[src/hw/asp_defines.vh]
// Constants for the asynchronous serial port core
`ifndef ASP_DEFINES_VH
`define ASP_DEFINES_VH
`define ASP_DIV_RST 16'h0002
`define ASP_DIV_END 16'h0001
`define ASP_OVS_LAST 4'hf
`define ASP_MID_SAMPLE 4'h7
`define ASP_TO_CHARS 4
`define ASP_FIFO_DEPTH 16
`define ASP_PAR_ODD 2'h0
`define ASP_PAR_EVEN 2'h1
`define ASP_PAR_MARK 2'h2
`define ASP_PAR_SPACE 2'h3
`define ASP_LSR_DR 0
`define ASP_LSR_OE 1
`define ASP_LSR_PE 2
`define ASP_LSR_FE 3
`define ASP_LSR_BI 4
`define ASP_LSR_TX_HOLDING_EMPTY_FLAG 5
`define ASP_LSR_TEMT 6
`define ASP_LSR_ERR 7
`define ASP_MSR_DCTS 0
`define ASP_MSR_DDSR 1
`define ASP_MSR_TERI 2
`define ASP_MSR_DDCD 3
`define ASP_MSR_CTS 4
`define ASP_MSR_DSR 5
`define ASP_MSR_RI 6
`define ASP_MSR_DCD 7
`endif

[src/hw/asp_core.v]
// Asynchronous serial port core: FIFO, baud generator, transmitter, receiver, modem
`timescale 1ns/1ps
`include "asp_defines.vh"

module asp_fifo #(
    parameter W = 8,
    parameter D = 16,
    parameter AW = 4
) (
    input wire clk_sys,
    input wire rst,
    input wire in_valid,
    input wire [W-1:0] in_data,
    output reg in_ready,
    output reg out_valid,
    output wire [W-1:0] out_data,
    input wire out_ready,
    output reg [AW:0] count
);
    reg [W-1:0] mem [0:D-1];
    reg [AW-1:0] wr_ptr_r;
    reg [AW-1:0] rd_ptr_r;
    wire push = in_valid & in_ready;
    wire pop = out_valid & out_ready;
    wire [AW:0] cnt_nxt = count + {{AW{1'b0}}, push} - {{AW{1'b0}}, pop};

    assign out_data = mem[rd_ptr_r];

    always @(posedge clk_sys) begin
        if (push) begin
            mem[wr_ptr_r] <= in_data;
        end
    end

    always @(posedge clk_sys or posedge rst) begin
        if (rst) begin
            wr_ptr_r <= {AW{1'b0}};
            rd_ptr_r <= {AW{1'b0}};
            count <= {(AW+1){1'b0}};
            in_ready <= 1'b1;
            out_valid <= 1'b0;
        end else begin
            if (push) begin
                wr_ptr_r <= (wr_ptr_r == D - 1) ? {AW{1'b0}} : wr_ptr_r + 1'b1;
            end
            if (pop) begin
                rd_ptr_r <= (rd_ptr_r == D - 1) ? {AW{1'b0}} : rd_ptr_r + 1'b1;
            end
            count <= cnt_nxt;
            // Registered so back-pressure never forms a combinational path
            in_ready <= (cnt_nxt != D);
            out_valid <= (cnt_nxt != {(AW+1){1'b0}});
        end
    end
endmodule

module asp_core #(
    parameter DEPTH = `ASP_FIFO_DEPTH,
    parameter AW = 4
) (
    input wire clk_sys,
    input wire rst,
    input wire [15:0] divisor,
    input wire divisor_load,
    input wire [1:0] char_len,
    input wire stop_two,
    input wire parity_en,
    input wire [1:0] parity_sel,
    input wire fifo_en,
    input wire [AW:0] rx_trigger,
    input wire loop_en,
    input wire ie_rx,
    input wire ie_tx_holding_empty_flag,
    input wire ie_tc,
    input wire ie_ls,
    input wire ie_ms,
    input wire rts_ctl,
    input wire dtr_ctl,
    input wire tx_wr,
    input wire [7:0] tx_holding_reg,
    output reg tx_ready,
    input wire rx_rd,
    output reg [7:0] rx_buffer_reg,
    input wire lsr_rd,
    output reg [7:0] line_status_reg,
    input wire msr_rd,
    output reg [7:0] modem_status_reg,
    output reg irq,
    output reg txd,
    input wire rxd,
    output reg rts_n,
    output reg dtr_n,
    input wire cts_n,
    input wire dsr_n,
    input wire ri_n,
    input wire dcd_n
);
    localparam TX_IDLE = 3'h0;
    localparam TX_START = 3'h1;
    localparam TX_DATA = 3'h2;
    localparam TX_PAR = 3'h3;
    localparam TX_STOP = 3'h4;
    localparam RX_IDLE = 2'h0;
    localparam RX_START = 2'h1;
    localparam RX_DATA = 2'h2;
    localparam RX_END = 2'h3;

    // Parity of the valid data bits for the selected mode
    function par_bit;
        input [7:0] d;
        input [1:0] sel;
        begin
            case (sel)
                `ASP_PAR_ODD: par_bit = ~(^d);
                `ASP_PAR_EVEN: par_bit = ^d;
                `ASP_PAR_MARK: par_bit = 1'b1;
                default: par_bit = 1'b0;
            endcase
        end
    endfunction

    function [7:0] len_mask;
        input [1:0] len;
        begin
            len_mask = 8'hff >> (2'h3 - len);
        end
    endfunction

    // Five to eight data bits; nine is eight plus forced parity
    wire [2:0] last_idx = {1'b0, char_len} + 3'h4;

    // Pin synchronisers: five inputs through three flops each
    wire [4:0] pin_in = {dcd_n, ri_n, dsr_n, cts_n, rxd};
    reg [4:0] pin_filt_r;
    genvar gi;
    generate
        for (gi = 0; gi < 5; gi = gi + 1) begin : g_sync
            reg s1_r;
            reg s2_r;
            reg s3_r;
            always @(posedge clk_sys or posedge rst) begin
                if (rst) begin
                    s1_r <= 1'b1;
                    s2_r <= 1'b1;
                    s3_r <= 1'b1;
                    pin_filt_r[gi] <= 1'b1;
                end else begin
                    s1_r <= pin_in[gi];
                    s2_r <= s1_r;
                    s3_r <= s2_r;
                    if (s2_r == s3_r) begin
                        pin_filt_r[gi] <= s3_r;
                    end
                end
            end
        end
    endgenerate

    reg [15:0] brg_cnt_r;
    reg btick_r;
    always @(posedge clk_sys or posedge rst) begin
        if (rst) begin
            brg_cnt_r <= `ASP_DIV_RST;
            btick_r <= 1'b0;
        end else if (divisor_load) begin
            brg_cnt_r <= divisor;
            btick_r <= 1'b0;
        end else if (brg_cnt_r <= `ASP_DIV_END) begin
            brg_cnt_r <= divisor;
            btick_r <= 1'b1;
        end else begin
            brg_cnt_r <= brg_cnt_r - 16'h0001;
            btick_r <= 1'b0;
        end
    end

    // Transmit FIFO, write only from the processor side
    wire txf_in_ready;
    wire txf_valid;
    wire [7:0] txf_data;
    wire [AW:0] txf_count;
    reg txf_pop;
    wire tx_accept = tx_wr & tx_ready;
    asp_fifo #(.W(8), .D(DEPTH), .AW(AW)) u_txf (
        .clk_sys(clk_sys),
        .rst(rst),
        .in_valid(tx_accept),
        .in_data(tx_holding_reg),
        .in_ready(txf_in_ready),
        .out_valid(txf_valid),
        .out_data(txf_data),
        .out_ready(txf_pop),
        .count(txf_count)
    );

    reg [2:0] tx_st_r;
    reg [3:0] tx_sub_r;
    reg [2:0] tx_idx_r;
    reg [7:0] tx_sh_r;
    reg tx_par_r;
    reg tx_stop2_r;
    reg tx_line_r;
    reg tc_flag_r;
    wire tx_bit_end = btick_r & (tx_sub_r == `ASP_OVS_LAST);
    wire tx_holding_empty_flag = ~txf_valid;
    wire temt = tx_holding_empty_flag & (tx_st_r == TX_IDLE);

    always @(posedge clk_sys or posedge rst) begin
        if (rst) begin
            tx_st_r <= TX_IDLE;
            tx_sub_r <= 4'h0;
            tx_idx_r <= 3'h0;
            tx_sh_r <= 8'h00;
            tx_par_r <= 1'b0;
            tx_stop2_r <= 1'b0;
            tx_line_r <= 1'b1;
            tc_flag_r <= 1'b0;
            txf_pop <= 1'b0;
        end else begin
            txf_pop <= 1'b0;
            if (btick_r) begin
                tx_sub_r <= tx_sub_r + 4'h1;
            end
            // Completion flag cleared by a write unless set this cycle
            if (tx_accept) begin
                tc_flag_r <= 1'b0;
            end
            case (tx_st_r)
                TX_IDLE: begin
                    tx_line_r <= 1'b1;
                    if (txf_valid & ~txf_pop) begin
                        txf_pop <= 1'b1;
                        tx_sh_r <= txf_data & len_mask(char_len);
                        tx_par_r <= par_bit(txf_data & len_mask(char_len), parity_sel);
                        tx_stop2_r <= stop_two;
                        tx_sub_r <= 4'h0;
                        tx_line_r <= 1'b0;
                        tx_st_r <= TX_START;
                    end
                end
                TX_START: begin
                    if (tx_bit_end) begin
                        tx_line_r <= tx_sh_r[0];
                        tx_idx_r <= 3'h0;
                        tx_st_r <= TX_DATA;
                    end
                end
                TX_DATA: begin
                    if (tx_bit_end) begin
                        tx_sh_r <= {1'b0, tx_sh_r[7:1]};
                        tx_idx_r <= tx_idx_r + 3'h1;
                        if (tx_idx_r == last_idx) begin
                            tx_line_r <= parity_en ? tx_par_r : 1'b1;
                            tx_st_r <= parity_en ? TX_PAR : TX_STOP;
                        end else begin
                            tx_line_r <= tx_sh_r[1];
                        end
                    end
                end
                TX_PAR: begin
                    if (tx_bit_end) begin
                        tx_line_r <= 1'b1;
                        tx_st_r <= TX_STOP;
                    end
                end
                TX_STOP: begin
                    if (tx_bit_end) begin
                        if (tx_stop2_r) begin
                            tx_stop2_r <= 1'b0;
                        end else begin
                            tx_st_r <= TX_IDLE;
                            if (~txf_valid) begin
                                tc_flag_r <= 1'b1;
                            end
                        end
                    end
                end
                default: tx_st_r <= TX_IDLE;
            endcase
        end
    end

    // Loopback feeds transmit data back and isolates the pins
    wire rx_line = loop_en ? tx_line_r : pin_filt_r[0];
    wire [3:0] modem_in = loop_en ? {1'b0, 1'b0, dtr_ctl, rts_ctl} : ~pin_filt_r[4:1];

    // Receive FIFO carries break, framing and parity status with each byte
    reg rxf_push;
    reg [10:0] rxf_wdata;
    wire rxf_in_ready;
    wire rxf_valid;
    wire [10:0] rxf_head;
    wire [AW:0] rxf_count;
    wire rx_pop = rx_rd & rxf_valid;
    asp_fifo #(.W(11), .D(DEPTH), .AW(AW)) u_rxf (
        .clk_sys(clk_sys),
        .rst(rst),
        .in_valid(rxf_push),
        .in_data(rxf_wdata),
        .in_ready(rxf_in_ready),
        .out_valid(rxf_valid),
        .out_data(rxf_head),
        .out_ready(rx_pop),
        .count(rxf_count)
    );
    wire rx_room = fifo_en ? rxf_in_ready : ~rxf_valid;

    reg [1:0] rx_st_r;
    reg [3:0] rx_sub_r;
    // Spare index bit so the parity slot after an 8-bit character is reachable
    reg [3:0] rx_idx_r;
    wire [3:0] rx_last = {1'b0, last_idx};
    reg [7:0] rx_sh_r;
    reg rx_par_r;
    reg rx_prev_r;
    reg oe_r;
    wire rx_mid = btick_r & (rx_sub_r == `ASP_MID_SAMPLE);
    wire rx_end = btick_r & (rx_sub_r == `ASP_OVS_LAST);
    wire rx_pe = parity_en & (rx_par_r != par_bit(rx_sh_r, parity_sel));
    wire rx_bi = (rx_sh_r == 8'h00) & ~rx_line & ~(parity_en & rx_par_r);

    always @(posedge clk_sys or posedge rst) begin
        if (rst) begin
            rx_st_r <= RX_IDLE;
            rx_sub_r <= 4'h0;
            rx_idx_r <= 4'h0;
            rx_sh_r <= 8'h00;
            rx_par_r <= 1'b0;
            rx_prev_r <= 1'b1;
            rxf_push <= 1'b0;
            rxf_wdata <= 11'h000;
            oe_r <= 1'b0;
        end else begin
            rxf_push <= 1'b0;
            rx_prev_r <= rx_line;
            if (btick_r) begin
                rx_sub_r <= rx_sub_r + 4'h1;
            end
            // Overrun is cleared by a status read; a new overrun wins
            if (lsr_rd) begin
                oe_r <= 1'b0;
            end
            case (rx_st_r)
                RX_IDLE: begin
                    // Align to the falling edge of the start bit
                    if (rx_prev_r & ~rx_line) begin
                        rx_sub_r <= 4'h0;
                        rx_sh_r <= 8'h00;
                        rx_idx_r <= 4'h0;
                        rx_st_r <= RX_START;
                    end
                end
                RX_START: begin
                    if (rx_mid & rx_line) begin
                        rx_st_r <= RX_IDLE;
                    end else if (rx_end) begin
                        rx_st_r <= RX_DATA;
                    end
                end
                RX_DATA: begin
                    // Bits stored by index so unused upper bits stay zero
                    if (rx_mid) begin
                        if (rx_idx_r > rx_last) begin
                            rx_par_r <= rx_line;
                        end else begin
                            rx_sh_r[rx_idx_r[2:0]] <= rx_line;
                        end
                    end else if (rx_end) begin
                        if (rx_idx_r == rx_last && !parity_en) begin
                            rx_st_r <= RX_END;
                        end else if (rx_idx_r > rx_last) begin
                            rx_st_r <= RX_END;
                        end
                        rx_idx_r <= rx_idx_r + 4'h1;
                    end
                end
                RX_END: begin
                    // Parity, framing, break and overrun capture
                    // A mark byte under space check lands as a parity error
                    if (rx_mid) begin
                        rx_st_r <= RX_IDLE;
                        if (rx_room) begin
                            rxf_push <= 1'b1;
                            rxf_wdata <= {rx_bi, ~rx_line, rx_pe, rx_sh_r};
                        end else begin
                            oe_r <= 1'b1;
                        end
                    end
                end
                default: rx_st_r <= RX_IDLE;
            endcase
        end
    end

    // Error summary, time-out and line status acknowledge
    reg [AW:0] err_cnt_r;
    reg ls_ack_r;
    reg [9:0] to_cnt_r;
    reg to_flag_r;
    wire head_err = rxf_valid & (|rxf_head[10:8]);
    wire push_err = rxf_push & (|rxf_wdata[10:8]);
    wire [3:0] frame_bits = {2'h0, char_len} + 4'h7 + {3'h0, parity_en} + {3'h0, stop_two};
    wire [9:0] to_limit = {frame_bits, 6'h00};

    always @(posedge clk_sys or posedge rst) begin
        if (rst) begin
            err_cnt_r <= {(AW+1){1'b0}};
            ls_ack_r <= 1'b0;
            to_cnt_r <= 10'h000;
            to_flag_r <= 1'b0;
        end else begin
            // Count errored bytes held in the FIFO
            err_cnt_r <= err_cnt_r + {{AW{1'b0}}, push_err} - {{AW{1'b0}}, rx_pop & head_err};
            // Status read clears until a new byte reaches the head
            if (rx_pop) begin
                ls_ack_r <= 1'b0;
            end else if (lsr_rd) begin
                ls_ack_r <= 1'b1;
            end
            // Four idle character times below the trigger level
            if (rxf_push | rx_pop | ~rxf_valid) begin
                to_cnt_r <= 10'h000;
            end else if (btick_r & (to_cnt_r != to_limit)) begin
                to_cnt_r <= to_cnt_r + 10'h001;
            end
            if (~rxf_valid) begin
                to_flag_r <= 1'b0;
            end else if (fifo_en & (to_cnt_r == to_limit) & (rxf_count < rx_trigger)) begin
                to_flag_r <= 1'b1;
            end
        end
    end

    // Modem status deltas; ring only on its trailing edge
    reg [3:0] mdm_prev_r;
    reg [3:0] mdm_delta_r;
    wire [3:0] mdm_chg = modem_in ^ mdm_prev_r;
    wire [3:0] mdm_evt = {mdm_chg[3], mdm_chg[2] & ~modem_in[2], mdm_chg[1:0]};
    always @(posedge clk_sys or posedge rst) begin
        if (rst) begin
            mdm_prev_r <= 4'h0;
            mdm_delta_r <= 4'h0;
        end else begin
            mdm_prev_r <= modem_in;
            // Read clears, a change in the same cycle wins
            mdm_delta_r <= (msr_rd ? 4'h0 : mdm_delta_r) | mdm_evt;
        end
    end

    wire dr_int = fifo_en ? (rxf_count >= rx_trigger) & rxf_valid : rxf_valid;
    // Line status raised while the errored byte is at the head, or while overrun is set
    wire ls_int = (head_err & ~ls_ack_r) | oe_r;
    // One enable for data-ready and time-out
    wire rx_int = ie_rx & (dr_int | to_flag_r);
    // Empty holding register raises its interrupt from reset on
    wire tx_int = (ie_tx_holding_empty_flag & tx_holding_empty_flag) | (ie_tc & tc_flag_r);

    always @(posedge clk_sys or posedge rst) begin
        if (rst) begin
            irq <= 1'b0;
            txd <= 1'b1;
            rts_n <= 1'b1;
            dtr_n <= 1'b1;
            tx_ready <= 1'b1;
            rx_buffer_reg <= 8'h00;
            line_status_reg <= 8'h60;
            modem_status_reg <= 8'h00;
        end else begin
            irq <= rx_int | tx_int | (ie_ls & ls_int) | (ie_ms & (|mdm_delta_r));
            txd <= loop_en ? 1'b1 : tx_line_r;
            rts_n <= loop_en ? 1'b1 : ~rts_ctl;
            dtr_n <= loop_en ? 1'b1 : ~dtr_ctl;
            tx_ready <= fifo_en ? txf_in_ready : (txf_count == {(AW+1){1'b0}});
            // Read returns the head byte and drops it
            if (rx_pop) begin
                rx_buffer_reg <= rxf_head[7:0];
            end
            line_status_reg <= {err_cnt_r != {(AW+1){1'b0}}, temt, tx_holding_empty_flag,
                rxf_head[10] & rxf_valid, rxf_head[9] & rxf_valid,
                rxf_head[8] & rxf_valid, oe_r, rxf_valid};
            modem_status_reg <= {modem_in[3], modem_in[2], modem_in[1], modem_in[0],
                mdm_delta_r};
        end
    end
endmodule

[config.mk]
export PLATFORM = sky130hd
export DESIGN_NAME = asp_core
export DESIGN_NICKNAME = d
export VERILOG_FILES = /design/src/hw/asp_core.v
export VERILOG_INCLUDE_DIRS = /design/src /design/src/hw
export SDC_FILE = /design/constraint.sdc
export NUM_CORES = 1
export LEC_CHECK = 0
export BUFFER_PORTS_ARGS = -buffer_cell sky130_fd_sc_hd__clkbuf_2
export CAP_MARGIN = 20
export CELL_PAD_IN_SITES_DETAIL_PLACEMENT = 2
export CELL_PAD_IN_SITES_GLOBAL_PLACEMENT = 2
export CORE_ASPECT_RATIO = 0.8
export CORE_MARGIN = 3
export CORE_UTILIZATION = 46
export DETAILED_ROUTE_END_ITERATION = 12
export PLACE_DENSITY_LB_ADDON = 0.12
export SLEW_MARGIN = 20
export SYNTH_ARGS = -nofsm -noshare
export SYNTH_HDL_FRONTEND = slang
export SYNTH_SLANG_ARGS = --single-unit
export TNS_END_PERCENT = 1
[constraint.sdc]
create_clock -name clk_sys -period 7.6 [get_ports clk_sys]
set_clock_uncertainty 0.1 [all_clocks]
set_input_delay 0.76 -clock clk_sys [delete_from_list [all_inputs] [get_ports clk_sys]]
set_output_delay 0.76 -clock clk_sys [all_outputs]
set_load 0.02 [all_outputs]
# [After elaboration in Yosys (flattened, before gate mapping)]
# Memories as Yosys holds them, arrays and structs flattened.
# Index checks and enable logic that the tools add are counted.
[totals] reg_bits=177 ramBits=304 mem_count=2
[classes] n_addsub=21 order_cmp=6 eq_ne=44 n_shift=1 n_mux=94 n_bitwise=57 reduce_logical=34
[memory_table] memory="u_rxf.mem" words=16 word_bits=11 rd=1 rd_clocked_by_memory_dff=0 write_ports=1 line_no="asp_core.v:20" rtl="reg [W-1:0] mem [0:D-1];"
[memory_table] memory="u_txf.mem" words=16 word_bits=8 rd=1 rd_clocked_by_memory_dff=0 write_ports=1 line_no="asp_core.v:20"
[op_table] cell="$mux W4" n=15
[op_table] cell="$mux W1" n=40
[op_table] cell="$mux W8" n=5
[op_table] cell="$and A1 B1 Y1" n=34
[op_table] cell="$mux W16" n=2
[op_table] cell="$pmux W8 S2" n=2
[op_table] cell="$mux W3" n=10
[op_table] cell="$add A4 B1 Y4 const B" n=7
[op_table] cell="$ne A2 B2 Y1 const B" n=13
[op_table] cell="$eq A4 B4 Y1 const B" n=6
[op_table] cell="$mux W10" n=2
[op_table] cell="$le A16 B1 Y1 const B" n=1
[op_table] cell="$mux W2" n=8
[op_table] cell="$reduce_xor A8 Y1" n=2
[op_table] cell="$sub A16 B1 Y16 const B" n=1
[op_table] cell="$add A5 B1 Y5" n=3
[op_table] cell="$pmux W3 S5" n=1
[op_table] cell="$reduce_and A3 Y1" n=5
[op_table] cell="$reduce_bool A5 Y1" n=3
[op_table] cell="$sub A5 B1 Y5" n=3
[op_table] cell="$reduce_and A4 Y1" n=3
[op_table] cell="$reduce_bool A2 Y1" n=6
[op_table] cell="$not A1 Y1" n=11
[op_table] cell="$add A10 B1 Y10 const B" n=1
[op_table] cell="51 further kinds" n=73

# [Logic depth before layout (Yosys ltp)]
# Gate-level depths: netlist of the first run.
[depth] word_depth=8 ltp_mapped=17 ltp_nobuf=16

# [Cells and area by module]
# Synthesis of the first run repeated with hierarchy kept, for this count alone.
[hier_totals] hier_cells=1347 hier_area_um2=20297.0
[modules_own_cells] module="asp_fifo at u_rxf" instances=1 cells_each=399 area_each_um2=7616.1 seq_area_each_um2=5661.7
[modules_own_cells] module="asp_core" instances=1 cells_each=631 area_each_um2=6872.8 seq_area_each_um2=3614.7
[modules_own_cells] module="asp_fifo at u_txf" instances=1 cells_each=317 area_each_um2=5808.1 seq_area_each_um2=4220.3

# [Worst setup path before layout of the first run]
# OpenSTA, ideal clock, no wires.
[synth_path] path_type="register -> register" startpoint="register u_rxf.rd_ptr_r[0]" endpoint="register err_cnt_r[4]" setup_time_ns=0.125 arrival_ns=3.584 required_time_ns=7.375 slack_ns=3.791 stages_incl_launch_ff=18 period_less_slack_ns=3.809 cell_sequence="dfrtp_1 buf_1 mux4_2 mux4_2 nand2_1 inv_2 nor3_1 nor2_1 ha_1 inv_1 ha_1 inv_1 fa_1 inv_1 a21oi_1 nor2_1 nor2_1 xnor2_1"
[synth_via] elab_chain_cells=5
[synth_lines] element="start: declaration" line_no="asp_core.v:22" rtl="reg [AW-1:0] rd_ptr_r;"
[synth_lines] element="start signal: assignment" line_no="asp_core.v:38" rtl="rd_ptr_r <= {AW{1'b0}};"
[synth_lines] element="start signal: assignment" line_no="asp_core.v:47" rtl="rd_ptr_r <= (rd_ptr_r == D - 1) ? {AW{1'b0}} : rd_ptr_r + 1'b1;"
[synth_lines] element="$mem_v2 Z16 W11"
[synth_lines] element="$reduce_or A3 Y1" line_no="asp_core.v:400" rtl="wire head_err = rxf_valid & (|rxf_head[10:8]);"
[synth_lines] element="$and A1 B1 Y1" line_no="asp_core.v:400"
[synth_lines] element="$and A1 B1 Y1" line_no="asp_core.v:413" rtl="err_cnt_r <= err_cnt_r + {{AW{1'b0}}, push_err} - {{AW{1'b0}}, rx_pop & head_err};"
[synth_lines] element="$sub A5 B1 Y5" line_no="asp_core.v:413"
[synth_lines] element="end signal: assignment" line_no="asp_core.v:407" rtl="err_cnt_r <= {(AW+1){1'b0}};"
[synth_lines] element="end signal: assignment" line_no="asp_core.v:413"
[synth_lines] element="end: declaration" line_no="asp_core.v:396" rtl="reg [AW:0] err_cnt_r;"
# Every way passes these cells.
# A chain may end at the register's enable or synchronous reset.

# [Worst setup path after layout of the first run]
# Same ends and word-level chain as after synthesis.

==> reports/qor.yml, run 1 <==
worst_setup_path:
  crit_slowest_cell: "dfrtp_2"
  max_stage_delay_ns: 0.70
  crit_path_max_fanout: 32
  worst_setup_path_end_kind: "flip-flop"
  worstSetupPathType: "reg2reg"
  critPathArrivalTime_ns: 5.22
  required_ns: 7.95
  crit_path_start_kind: "flip-flop"
  path_cells: "buf_4, mux4_2, mux4_2, nand2_1, inv_2, nor3_1, nor2_1, ha_1, inv_1, ha_1, inv_1, fa_1, inv_1, a21oi_1, nor2_1, nor2_1, xnor2_1"
timing:
  fin_crit_ns: 4.87
  finalMaxSlewViolations: 0
  whs_ns: 0.174
  final.setup.tns_ns: 0
  period_share_pct: 64.1
  hold_viol: 0
  slew_headroom_pct: 29.8
  rsz0062_at_grt: "no"
  setup_viol: 0
  max_freq_ghz: 0.205
  layout_setup_ws_ns: 2.73
  worst_slew_pin_slew_ns: 1.05
logic_synthesis:
  yosysWarningCount: 0
  synth.most_common_cell: "edfxtp_1"
  ys_seq_area_share_pct: 67.3
  synth_largest_area_cell: "edfxtp_1"
  synth_cells: 1283
  synth.avg_cell_area_um2: 15.6
  synth.area.top_cells: "edfxtp_1, dfrtp_1, mux4_2"
  syn-num-nets: 1392
  ys.flop_type: "edfxtp_1"
  synth_enable_flop_cells: 304
  synth.top_cell.area_share_pct: 45.5
  syn-cell-area_um2: 20000
  synth.top_cells.by_count: "edfxtp_1, dfrtp_1, mux4_2"
  yosys_register_bits: 477
  synthArstFlopShare_pct: 36.3
  ys_types: 60
cts:
  htreeDepth: 2
  numCtsBuffers: 48
  clockBufferDepth: 3
  postCtsHoldBufs: 0
  cts_root_buffer: "clkbuf_16"
  cts_tree: "built"
  cts_sinks: 477
  cts_resized: 0
  insertion_delay_ns: 0.58
  clk_pin_slew_ns: 0.06
  cts_setup_buffers: 0
final_layout:
  largest_register_ffs: 176
  finalNetCount: 1487
  regMostFlops: "u_rxf.mem"
  n_antenna_cell: 0
  top_regs: "u_rxf.mem x176, u_txf.mem x128, brg_cnt_r x16"
  fill_cells: 3878
  fin_cells: 1969
  drive_above_1_share_pct: 21.9
  area_growth_syn_to_layout_pct: 12.2
  regArea_um2: 13500
  multiInputGateArea_um2: 6000
global_route:
  grt_max_degree: 114
  antenna_found_initial: 3
  grt_pass1_vias: 12900
  grtUsageTotal_pct: 24.0
  grt_overflow: 0
  met3_usage_pct: 3.66
  use_met2_pct: 39.9
  grt_first_pass_wirelength_um: 82600
  met1_usage_pct: 34.2
  grt_busiest_layer: "met2"
drt:
  ant_nets: 0
  vias: 11200
  remaining_drc_errors: 0
  routed_wl_um: 53500
  avgRoutedWirePerCell_um: 27.1
  vias_per_cell: 5.71
  drt_iter0_drc: 829
  firstDrtPassIters: 5
floorplanning:
  core_um2: 42400
  dieWidth_um: 239
  rows: 67
  io_pins: 85
  start_util_pct: 47.3
  die_h_um: 193
  die-area_um2: 46100
power_and_ir_drop:
  power_frac_comb_pct: 16.8
  ir_drop_mv: 0.237
  seqPwrFrac_pct: 48.1
  power_w: 0.00659
  p_switching_w: 0.00188
  power_leakage_nw: 8.04
  powerDensity_nw_per_um2: 293
  swShare_pct: 28.6
  internal_power_w: 0.00471
  clock_power_share_pct: 35.2
worst_hold_path:
  min_path_type: "in2reg"
place:
  place_ws_ns: 2.73
  globalplace.congestion: 0.741
  hpwl_um: 35400
  portBuffers: 84
  dp.cells: 1880
flow_run:
  maxCapViolCount: 0
run_status:
  status: "finished, final reports clean"
power by group through the flow:
stage / logic (W) / clock network, W / registers, W
2_1_floorplan: 0.000834 / 0 / 0.00310
3_3_place_gp: 0.00104 / 0 / 0.00321
3_5_place_dp: 0.00110 / 0 / 0.00322
4_1_cts: 0.00113 / 0.00237 / 0.00317
5_1_grt: 0.00124 / 0.00247 / 0.00320
6_report: 0.00111 / 0.00232 / 0.00317
critical path: cells and delay by family, from the launching register on:
kind	cells	cell delay, ns
simple gates	5	0.83
flops	1	0.70
buf+inv	5	0.92
fa+ha+maj	3	0.91
compound gates	1	0.06
xor+xnor	1	0.11
mux	2	1.09
per-stage QoR:
stage | utilization [%] | area (µm²)
after floorplan | - | 20000
after global placement | 49.5 | 21000
after detailed placement | 49.5 | 21000
after CTS | 53.0 | 22500
after global routing | 53.0 | 22500
final | 53.0 | 22500
worst paths after layout:
| path | from | endpoint | slack, ns | depth (start not counted) |
|---|---|---|---|---|
| worst max-delay path | u_rxf.rd_ptr_r[0] | err_cnt_r[4] | 2.73 | 17 |
| worst min-delay path | rxd | g_sync[0].s1_r | 0.17 | 1 |
| worst max register to register | u_rxf.rd_ptr_r[0] | err_cnt_r[4] | 2.73 | 17 |
| worst min register to register | g_sync[2].s1_r | g_sync[2].s2_r | 0.26 | 0 |
| max in group asynchronous | rst | rx_sh_r[0] | 5.77 | 3 |
| min in group asynchronous | rst | u_rxf.rd_ptr_r[3] | 0.25 | 2 |
final cells by class:
type	instances	area share, %
inverter	82	1.40
timing repair buffer	93	2.17
clock inverter	7	0.289
multi-input combinational	676	26.7
sequential	477	60.0
tap	552	3.07
clock buffer	82	6.41
placed cells by master, fill, tap and decap left out, types with 32 or more instances in the layout:
master | synthesis | layout
o21ai_1 | 33 | 33
a21oi_1 | 50 | 49
and2_1 | 32 | 32
ha_1 | 49 | 49
clkbuf_2 | 0 | 84
mux4_2 | 85 | 85
dfrtp_1 | 142 | 140
xnor2_1 | 47 | 47
inv_1 | 70 | 69
clkbuf_16 | 0 | 48
nand2_1 | 62 | 62
edfxtp_1 | 304 | 304
nor2_1 | 73 | 73
metal layers:
| layer | share of wire [%] | up-vias | wire length (µm) |
|---|---|---|---|
| met5 | 0.039 | - | 21 |
| met2 | 48 | 242 | 25900 |
| met1 | 46 | 5976 | 24400 |
| li1 | - | 4954 | - |
| met3 | 4.4 | 69 | 2360 |
| met4 | 1.6 | 4 | 848 |
cells by family after synthesis:
family	Yosys count	share of synthesized area (%)
simple gates	268	6.58
mux	137	12.3
fa+ha+maj	58	3.71
flops	477	67.3
compound gates	147	4.31
buf+inv	130	2.80
xor+xnor	66	2.95
Power figures use the tool's default switching activity.
==> inputs of run 2 (changes only) <==
--- a/config.mk
+++ b/config.mk
@@ -6,13 +6,14 @@
 export SDC_FILE = /design/constraint.sdc
 export NUM_CORES = 1
 export LEC_CHECK = 0
+export ABC_AREA = 1
 export BUFFER_PORTS_ARGS = -buffer_cell sky130_fd_sc_hd__clkbuf_2
 export CAP_MARGIN = 20
 export CELL_PAD_IN_SITES_DETAIL_PLACEMENT = 2
 export CELL_PAD_IN_SITES_GLOBAL_PLACEMENT = 2
 export CORE_ASPECT_RATIO = 0.8
 export CORE_MARGIN = 3
-export CORE_UTILIZATION = 46
+export CORE_UTILIZATION = 41
 export DETAILED_ROUTE_END_ITERATION = 12
 export PLACE_DENSITY_LB_ADDON = 0.12
 export SLEW_MARGIN = 20
==> constraint.sdc (replaced) <==
create_clock -name clk_sys -period 4.6 [get_ports clk_sys]
set_clock_uncertainty 0.1 [all_clocks]
set_input_delay 0.46 -clock clk_sys [delete_from_list [all_inputs] [get_ports clk_sys]]
set_output_delay 0.46 -clock clk_sys [all_outputs]
set_load 0.02 [all_outputs]
==> run 2 against run 1 <==
Worst setup slack got worse by 2.1 ns. Clock power rose by 71%. Core utilization fell by 5.6 points. Sequential share of layout area fell by 3.1 points. Critical path type unchanged. Cell area rose by 5.4%. Largest power group unchanged. Register-to-register slack got worse by 2.1 ns. Via count rose by 33%.
==> reports/qor.yml, run 2 <==
drt:
  avgRoutedWirePerCell_um: 22.7
  vias: 14900
  routed_wl_um: 62900
  remaining_drc_errors: 0
  ant_nets: 0
  firstDrtPassIters: 5
  vias_per_cell: 5.40
  drt_iter0_drc: 975
floorplanning:
  rows: 73
  io_pins: 85
  core_um2: 50000
  die_h_um: 208
  dieWidth_um: 258
  die-area_um2: 53600
  start_util_pct: 41.8
timing:
  slew_headroom_pct: 32.2
  final.setup.tns_ns: 0
  fin_crit_ns: 3.94
  finalMaxSlewViolations: 0
  worst_slew_pin_slew_ns: 1.02
  whs_ns: 0.0328
  hold_viol: 0
  period_share_pct: 85.6
  setup_viol: 0
  max_freq_ghz: 0.254
  rsz0062_at_grt: "no"
place:
  globalplace.congestion: 0.789
  place_area_um2: 21900
  hpwl_um: 41700
  portBuffers: 84
global_route:
  grtUsageTotal_pct: 23.6
  antenna_found_initial: 2
  grt_max_degree: 174
  grt_first_pass_wirelength_um: 98300
  grt_overflow: 0
  grt_pass1_vias: 16700
worst_setup_path:
  crit_path_max_fanout: 47
  crit_path_start_kind: "flip-flop"
  worst-path-buf-inv: 5
  path_common_cell: "nand2_1"
  critPathArrivalTime_ns: 4.32
  path_delay_family: "buffers and inverters"
  worstSetupPathType: "reg2reg"
  worst_setup_path_end_kind: "flip-flop"
  crit_slowest_cell: "inv_2"
  path_cells: "inv_2, o21ai_0, o22ai_1, nand2_1, nand2_1, inv_1, nand2_1, nand2_1, nand3_1, nand2_1, inv_1, ha_1, inv_1, ha_1, inv_1, fa_1, o21ai_0, a21oi_1, xor2_1"
  required_ns: 4.98
  max_stage_delay_ns: 0.59
final_layout:
  regMostFlops: "u_rxf.mem"
  n_antenna_cell: 0
  layout_commonest_cell: "nand2_1"
  final_cell_mix: "nand2_1, edfxtp_1, nor2_1"
  fin_area_um2: 23700
  drive_above_1_share_pct: 12.9
  area_growth_syn_to_layout_pct: 13.6
  fill_cells: 5135
  finalNetCount: 2160
  largest_register_ffs: 176
  top_regs: "u_rxf.mem x176, u_txf.mem x128, brg_cnt_r x16"
logic_synthesis:
  syn-cell-area_um2: 20900
  ys_types: 55
  synth.top_cells.by_count: "nand2_1, edfxtp_1, nor2_1"
  synth_cells: 1939
  ys_seq_area_share_pct: 64.7
  synth.top_cell.area_share_pct: 43.8
  synth.most_common_cell: "nand2_1"
  synth.avg_cell_area_um2: 10.8
  ys.flop_type: "edfxtp_1"
  syn-num-nets: 2048
  yosysWarningCount: 0
  synth_enable_flop_cells: 304
  synthArstFlopShare_pct: 36.3
  synth.area.top_cells: "edfxtp_1, dfrtp_1, nand2_1"
  yosys_register_bits: 477
  synth_largest_area_cell: "edfxtp_1"
power_and_ir_drop:
  power_frac_comb_pct: 23.7
  ir_drop_mv: 0.247
  clock_power_share_pct: 33.0
  internal_power_w: 0.00803
  p_switching_w: 0.00402
  swShare_pct: 33.3
  power_leakage_nw: 9.56
  powerDensity_nw_per_um2: 508
  seqPwrFrac_pct: 43.4
cts:
  clk_pin_slew_ns: 0.07
  insertion_delay_ns: 0.61
  clockBufferDepth: 3
  numCtsBuffers: 50
  cts_setup_buffers: 0
  cts_root_buffer: "clkbuf_16"
  cts_tree: "built"
  htreeDepth: 2
  cts_sinks: 477
run_status:
  status: "finished, final reports clean"
worst_hold_path:
  min_path_type: "in2reg"
flow_run:
  maxCapViolCount: 0
[run 2: cell count changes in the layout (fill, tap and decap cells not counted), sizes merged, moves of 16 or more]
cell and delta:
nand3 +78, mux2i -23, nor2 +188, and2 -32
dlygate4sd3 +19, buf +18, mux4 -85, xnor2 -29
o221ai +16, mux2 -27, o21ai +129, inv +127
nand2 +288, o22ai +34
[run 2: worst paths after layout]
| path | startpoint | to | slack [ns] | cells past startpoint |
|---|---|---|---|---|
| max in group asynchronous | rst | u_rxf.rd_ptr_r[0] | 3.56 | 3 |
| min in group asynchronous | rst | u_txf.count[2] | 0.04 | 3 |
| min | divisor[13] | brg_cnt_r[13] | 0.03 | 3 |
| max | u_rxf.rd_ptr_r[0] | err_cnt_r[4] | 0.66 | 19 |
| min reg2reg | g_sync[0].s1_r | g_sync[0].s2_r | 0.26 | 0 |
| max reg2reg | u_rxf.rd_ptr_r[0] | err_cnt_r[4] | 0.66 | 19 |
[run 2: kinds of logic after synthesis]
| family | synth area share [%] |
|---|---|
| xor+xnor | 1.68 |
| fa+ha+maj | 3.56 |
| mux | 0.0960 |
| simple gates | 15.2 |
| flops | 64.7 |
| buf+inv | 5.90 |
| compound gates | 8.88 |
[run 2: layer usage]
metal  GRT usage, %  up-vias  wire length [µm]
li1               -     6804                 -
met1           33.0     7805             29300
met2           39.1      244             30100
met3           3.32       82              2370
met4           5.73        2              1120
met5              0        -                10
[run 2: worst reg2reg max path, cell delays in order (launching register included)]
cell and delay, ns:
dfrtp_2 0.41, inv_2 0.59, o21ai_0 0.30, o22ai_1 0.26
nand2_1 0.12, nand2_1 0.10, inv_1 0.05, nand2_1 0.06
nand2_1 0.08, nand3_1 0.18, nand2_1 0.07, inv_1 0.08
ha_1 0.23, inv_1 0.06, ha_1 0.17, inv_1 0.07
fa_1 0.41, o21ai_0 0.20, a21oi_1 0.10, xor2_1 0.16
[run 2: cell type report]
class,instances,area (µm²),area share [%]
tap,675,845,3.56
inverter,213,813,3.43
timing repair buffer,130,826,3.48
clock buffer,73,1430,6.03
clock inverter,21,149,0.628
multi-input combinational,1179,6150,25.9
sequential,477,13500,56.9
[run 2: through the flow]
stage	instances	utilization, %	worst slack (ns)	total power (W)
after floorplan	1939	-	1.71	0.00703
after global placement	2655	43.9	1.23	0.00786
after detailed placement	2655	43.9	0.768	0.00812
after CTS	2768	47.4	0.675	0.0121
after global routing	2768	47.5	0.467	0.0127
final	2768	47.5	0.660	0.0120
[run 2: power by group through the flow]
stage | sequential (W) | clock, W | combinational, W
3_3_place_gp | 0.00527 | 0 | 0.00259
2_1_floorplan | 0.00526 | 0 | 0.00176
5_1_grt | 0.00526 | 0.00422 | 0.00317
4_1_cts | 0.00522 | 0.00405 | 0.00287
3_5_place_dp | 0.00530 | 0 | 0.00282
6_report | 0.00522 | 0.00397 | 0.00285
[run 2: timing repair]
item | 4_1_cts | 5_1_grt
hold buffers | 19 | 0
endpoints found under the setup margin | 0 | 0
resized for setup | 0 | 0
endpoints found under the hold margin | 18 | 0
==> inputs of run 3 (changes only) <==
--- a/config.mk
+++ b/config.mk
@@ -13,11 +13,11 @@
 export CELL_PAD_IN_SITES_GLOBAL_PLACEMENT = 2
 export CORE_ASPECT_RATIO = 0.8
 export CORE_MARGIN = 3
-export CORE_UTILIZATION = 41
+export CORE_UTILIZATION = 35
 export DETAILED_ROUTE_END_ITERATION = 12
 export PLACE_DENSITY_LB_ADDON = 0.12
 export SLEW_MARGIN = 20
 export SYNTH_ARGS = -nofsm -noshare
 export SYNTH_HDL_FRONTEND = slang
 export SYNTH_SLANG_ARGS = --single-unit
-export TNS_END_PERCENT = 1
+export TNS_END_PERCENT = 10
==> run 3 against run 2 <==
The flow now finishes with violations (hold timing). Maximum frequency increased by 13%. Total power increased by 0.62%. Worst setup slack improved by 0.44 ns. Hold slack got worse by 0.041 ns. Highest routed layer is now met4.
==> reports/qor.yml, run 3 (synthesis results as in run 2) <==
run_status:
  status: "complete, but fails checks"
  violations: "hold timing"
final_layout:
  finalNetCount: 2167
  drive_above_1_share_pct: 12.9
  layout_commonest_cell: "nand2_1"
  area_growth_syn_to_layout_pct: 14.9
  largest_register_ffs: 176
  final_cell_mix: "nand2_1, edfxtp_1, nor2_1"
  top_regs: "u_rxf.mem x176, u_txf.mem x128, brg_cnt_r x16"
  regMostFlops: "u_rxf.mem"
  fin_area_um2: 24000
  n_antenna_cell: 0
cts:
  clockBufferDepth: 3
  cts_sinks: 477
  insertion_delay_ns: 0.61
  clk_pin_slew_ns: 0.06
  cts_root_buffer: "clkbuf_16"
  htreeDepth: 2
  cts_resized: 0
  cts_tree: "built"
  numCtsBuffers: 52
place:
  hpwl_um: 40000
  place_ws_ns: 1.13
  place_area_um2: 22000
  portBuffers: 84
  globalplace.congestion: 0.760
global_route:
  use_met2_pct: 30.0
  grtUsageTotal_pct: 19.3
  grt_busiest_layer: "met2"
  met3_usage_pct: 2.53
  grt_overflow: 0
  antenna_found_initial: 1
  grt_pass1_vias: 16100
  met1_usage_pct: 29.1
  grt_first_pass_wirelength_um: 94000
  grt_max_degree: 174
floorplanning:
  die-area_um2: 62600
  dieWidth_um: 279
  io_pins: 85
  rows: 79
  core_um2: 58500
  start_util_pct: 35.7
  die_h_um: 224
power_and_ir_drop:
  power_leakage_nw: 9.62
  internal_power_w: 0.00817
  seqPwrFrac_pct: 42.9
  clock_power_share_pct: 34.2
  power_frac_comb_pct: 23.0
  swShare_pct: 32.6
  powerDensity_nw_per_um2: 505
  ir_drop_mv: 0.340
  p_switching_w: 0.00395
worst_setup_path:
  worstSetupPathType: "reg2reg"
  crit_path_max_fanout: 23
  required_ns: 4.97
  crit_path_start_kind: "flip-flop"
  worst_setup_path_end_kind: "flip-flop"
  critPathArrivalTime_ns: 3.87
drt:
  avgRoutedWirePerCell_um: 21.0
  remaining_drc_errors: 0
  ant_nets: 0
  vias_per_cell: 5.09
  firstDrtPassIters: 5
  vias: 14600
  routed_wl_um: 60100
  drt_iter0_drc: 800
timing:
  period_share_pct: 76.1
  worst_slew_pin_slew_ns: 1.04
  rsz0062_at_grt: "no"
  whs_ns: -0.00873
  slew_headroom_pct: 30.7
  fin_crit_ns: 3.50
  layout_setup_ws_ns: 1.10
  finalMaxSlewViolations: 0
  final.setup.tns_ns: 0
  setup_viol: 0
  max_freq_ghz: 0.286
  hold_viol: 1
worst_hold_path:
  min_path_type: "in2async"
flow_run:
  maxCapViolCount: 0
==> run 3: cell count changes in the layout (fill, tap and decap cells not counted), sizes merged <==
cell         previous run  this run
clkinvlp                2         5
bufinv                  1         3
clkbuf                157       152
clkinv                 20        23
dlygate4sd3            19        25
buf                    27        26
==> run 3: worst paths after layout <==
check	start	to	slack [ns]	cells after the start
max	u_rxf.rd_ptr_r[1]	err_cnt_r[4]	1.10	17
min	rst	u_txf.count[3]	-0.009	3
max reg2reg	u_rxf.rd_ptr_r[1]	err_cnt_r[4]	1.10	17
min reg2reg	g_sync[4].s1_r	g_sync[4].s2_r	0.26	0
max in group asynchronous	rst	u_rxf.rd_ptr_r[0]	3.55	3
min in group clk_sys	divisor[15]	brg_cnt_r[15]	0.04	3
==> run 3: layer usage <==
metal	routed length [µm]	vias up
met3	2170	64
li1	-	6827
met1	30400	7524
met5	0	-
met2	26700	204
met4	917	0
==> run 3: area by class of cell <==
type,instances,area [µm²]
clock buffers,68,1430
clock inverters,29,245
fillers,6141,34500
inverters,213,813
multi-input cells,1179,6150
flip-flops and latches,477,13500
well taps,769,962
repair buffers,135,878
==> run 3: through the flow <==
step                      util [%]  instances  hold WS [ns]  total power (W)
after CTS                     41.0       2870        0.0171           0.0123
after detailed placement      37.7       2748         0.248          0.00807
after global placement        37.7       2748         0.246          0.00791
after floorplan                  -       1939         0.245          0.00703
final                         41.0       2870      -0.00873           0.0121
after global routing          41.0       2870        0.0433           0.0128
==> run 3: critical path: stages, from the launching register on <==
cell and delay (ns):
dfrtp_1 0.38, inv_1 0.52, o21ai_0 0.27, o22ai_1 0.23, nand2_1 0.08, nand3_1 0.10
nand2_1 0.07, nand3_1 0.15, nand2_1 0.07, inv_1 0.07, ha_1 0.22, inv_1 0.07
ha_1 0.16, inv_1 0.05, fa_1 0.40, o21ai_0 0.19, a21oi_1 0.10, xor2_1 0.14
==> run 3: power by group through the flow <==
stage / Clock (W) / Combinational [W] / Sequential [W]
6_report: 0.00414 / 0.00278 / 0.00520
3_5_place_dp: 0 / 0.00279 / 0.00528
4_1_cts: 0.00426 / 0.00283 / 0.00520
5_1_grt: 0.00443 / 0.00316 / 0.00524
2_1_floorplan: 0 / 0.00176 / 0.00526
3_3_place_gp: 0 / 0.00265 / 0.00527
==> run 3: repair_timing <==
item	4_1_cts	5_1_grt
hold buffers	25	0
hold endpoints to repair	24	0
setup buffers	0	0
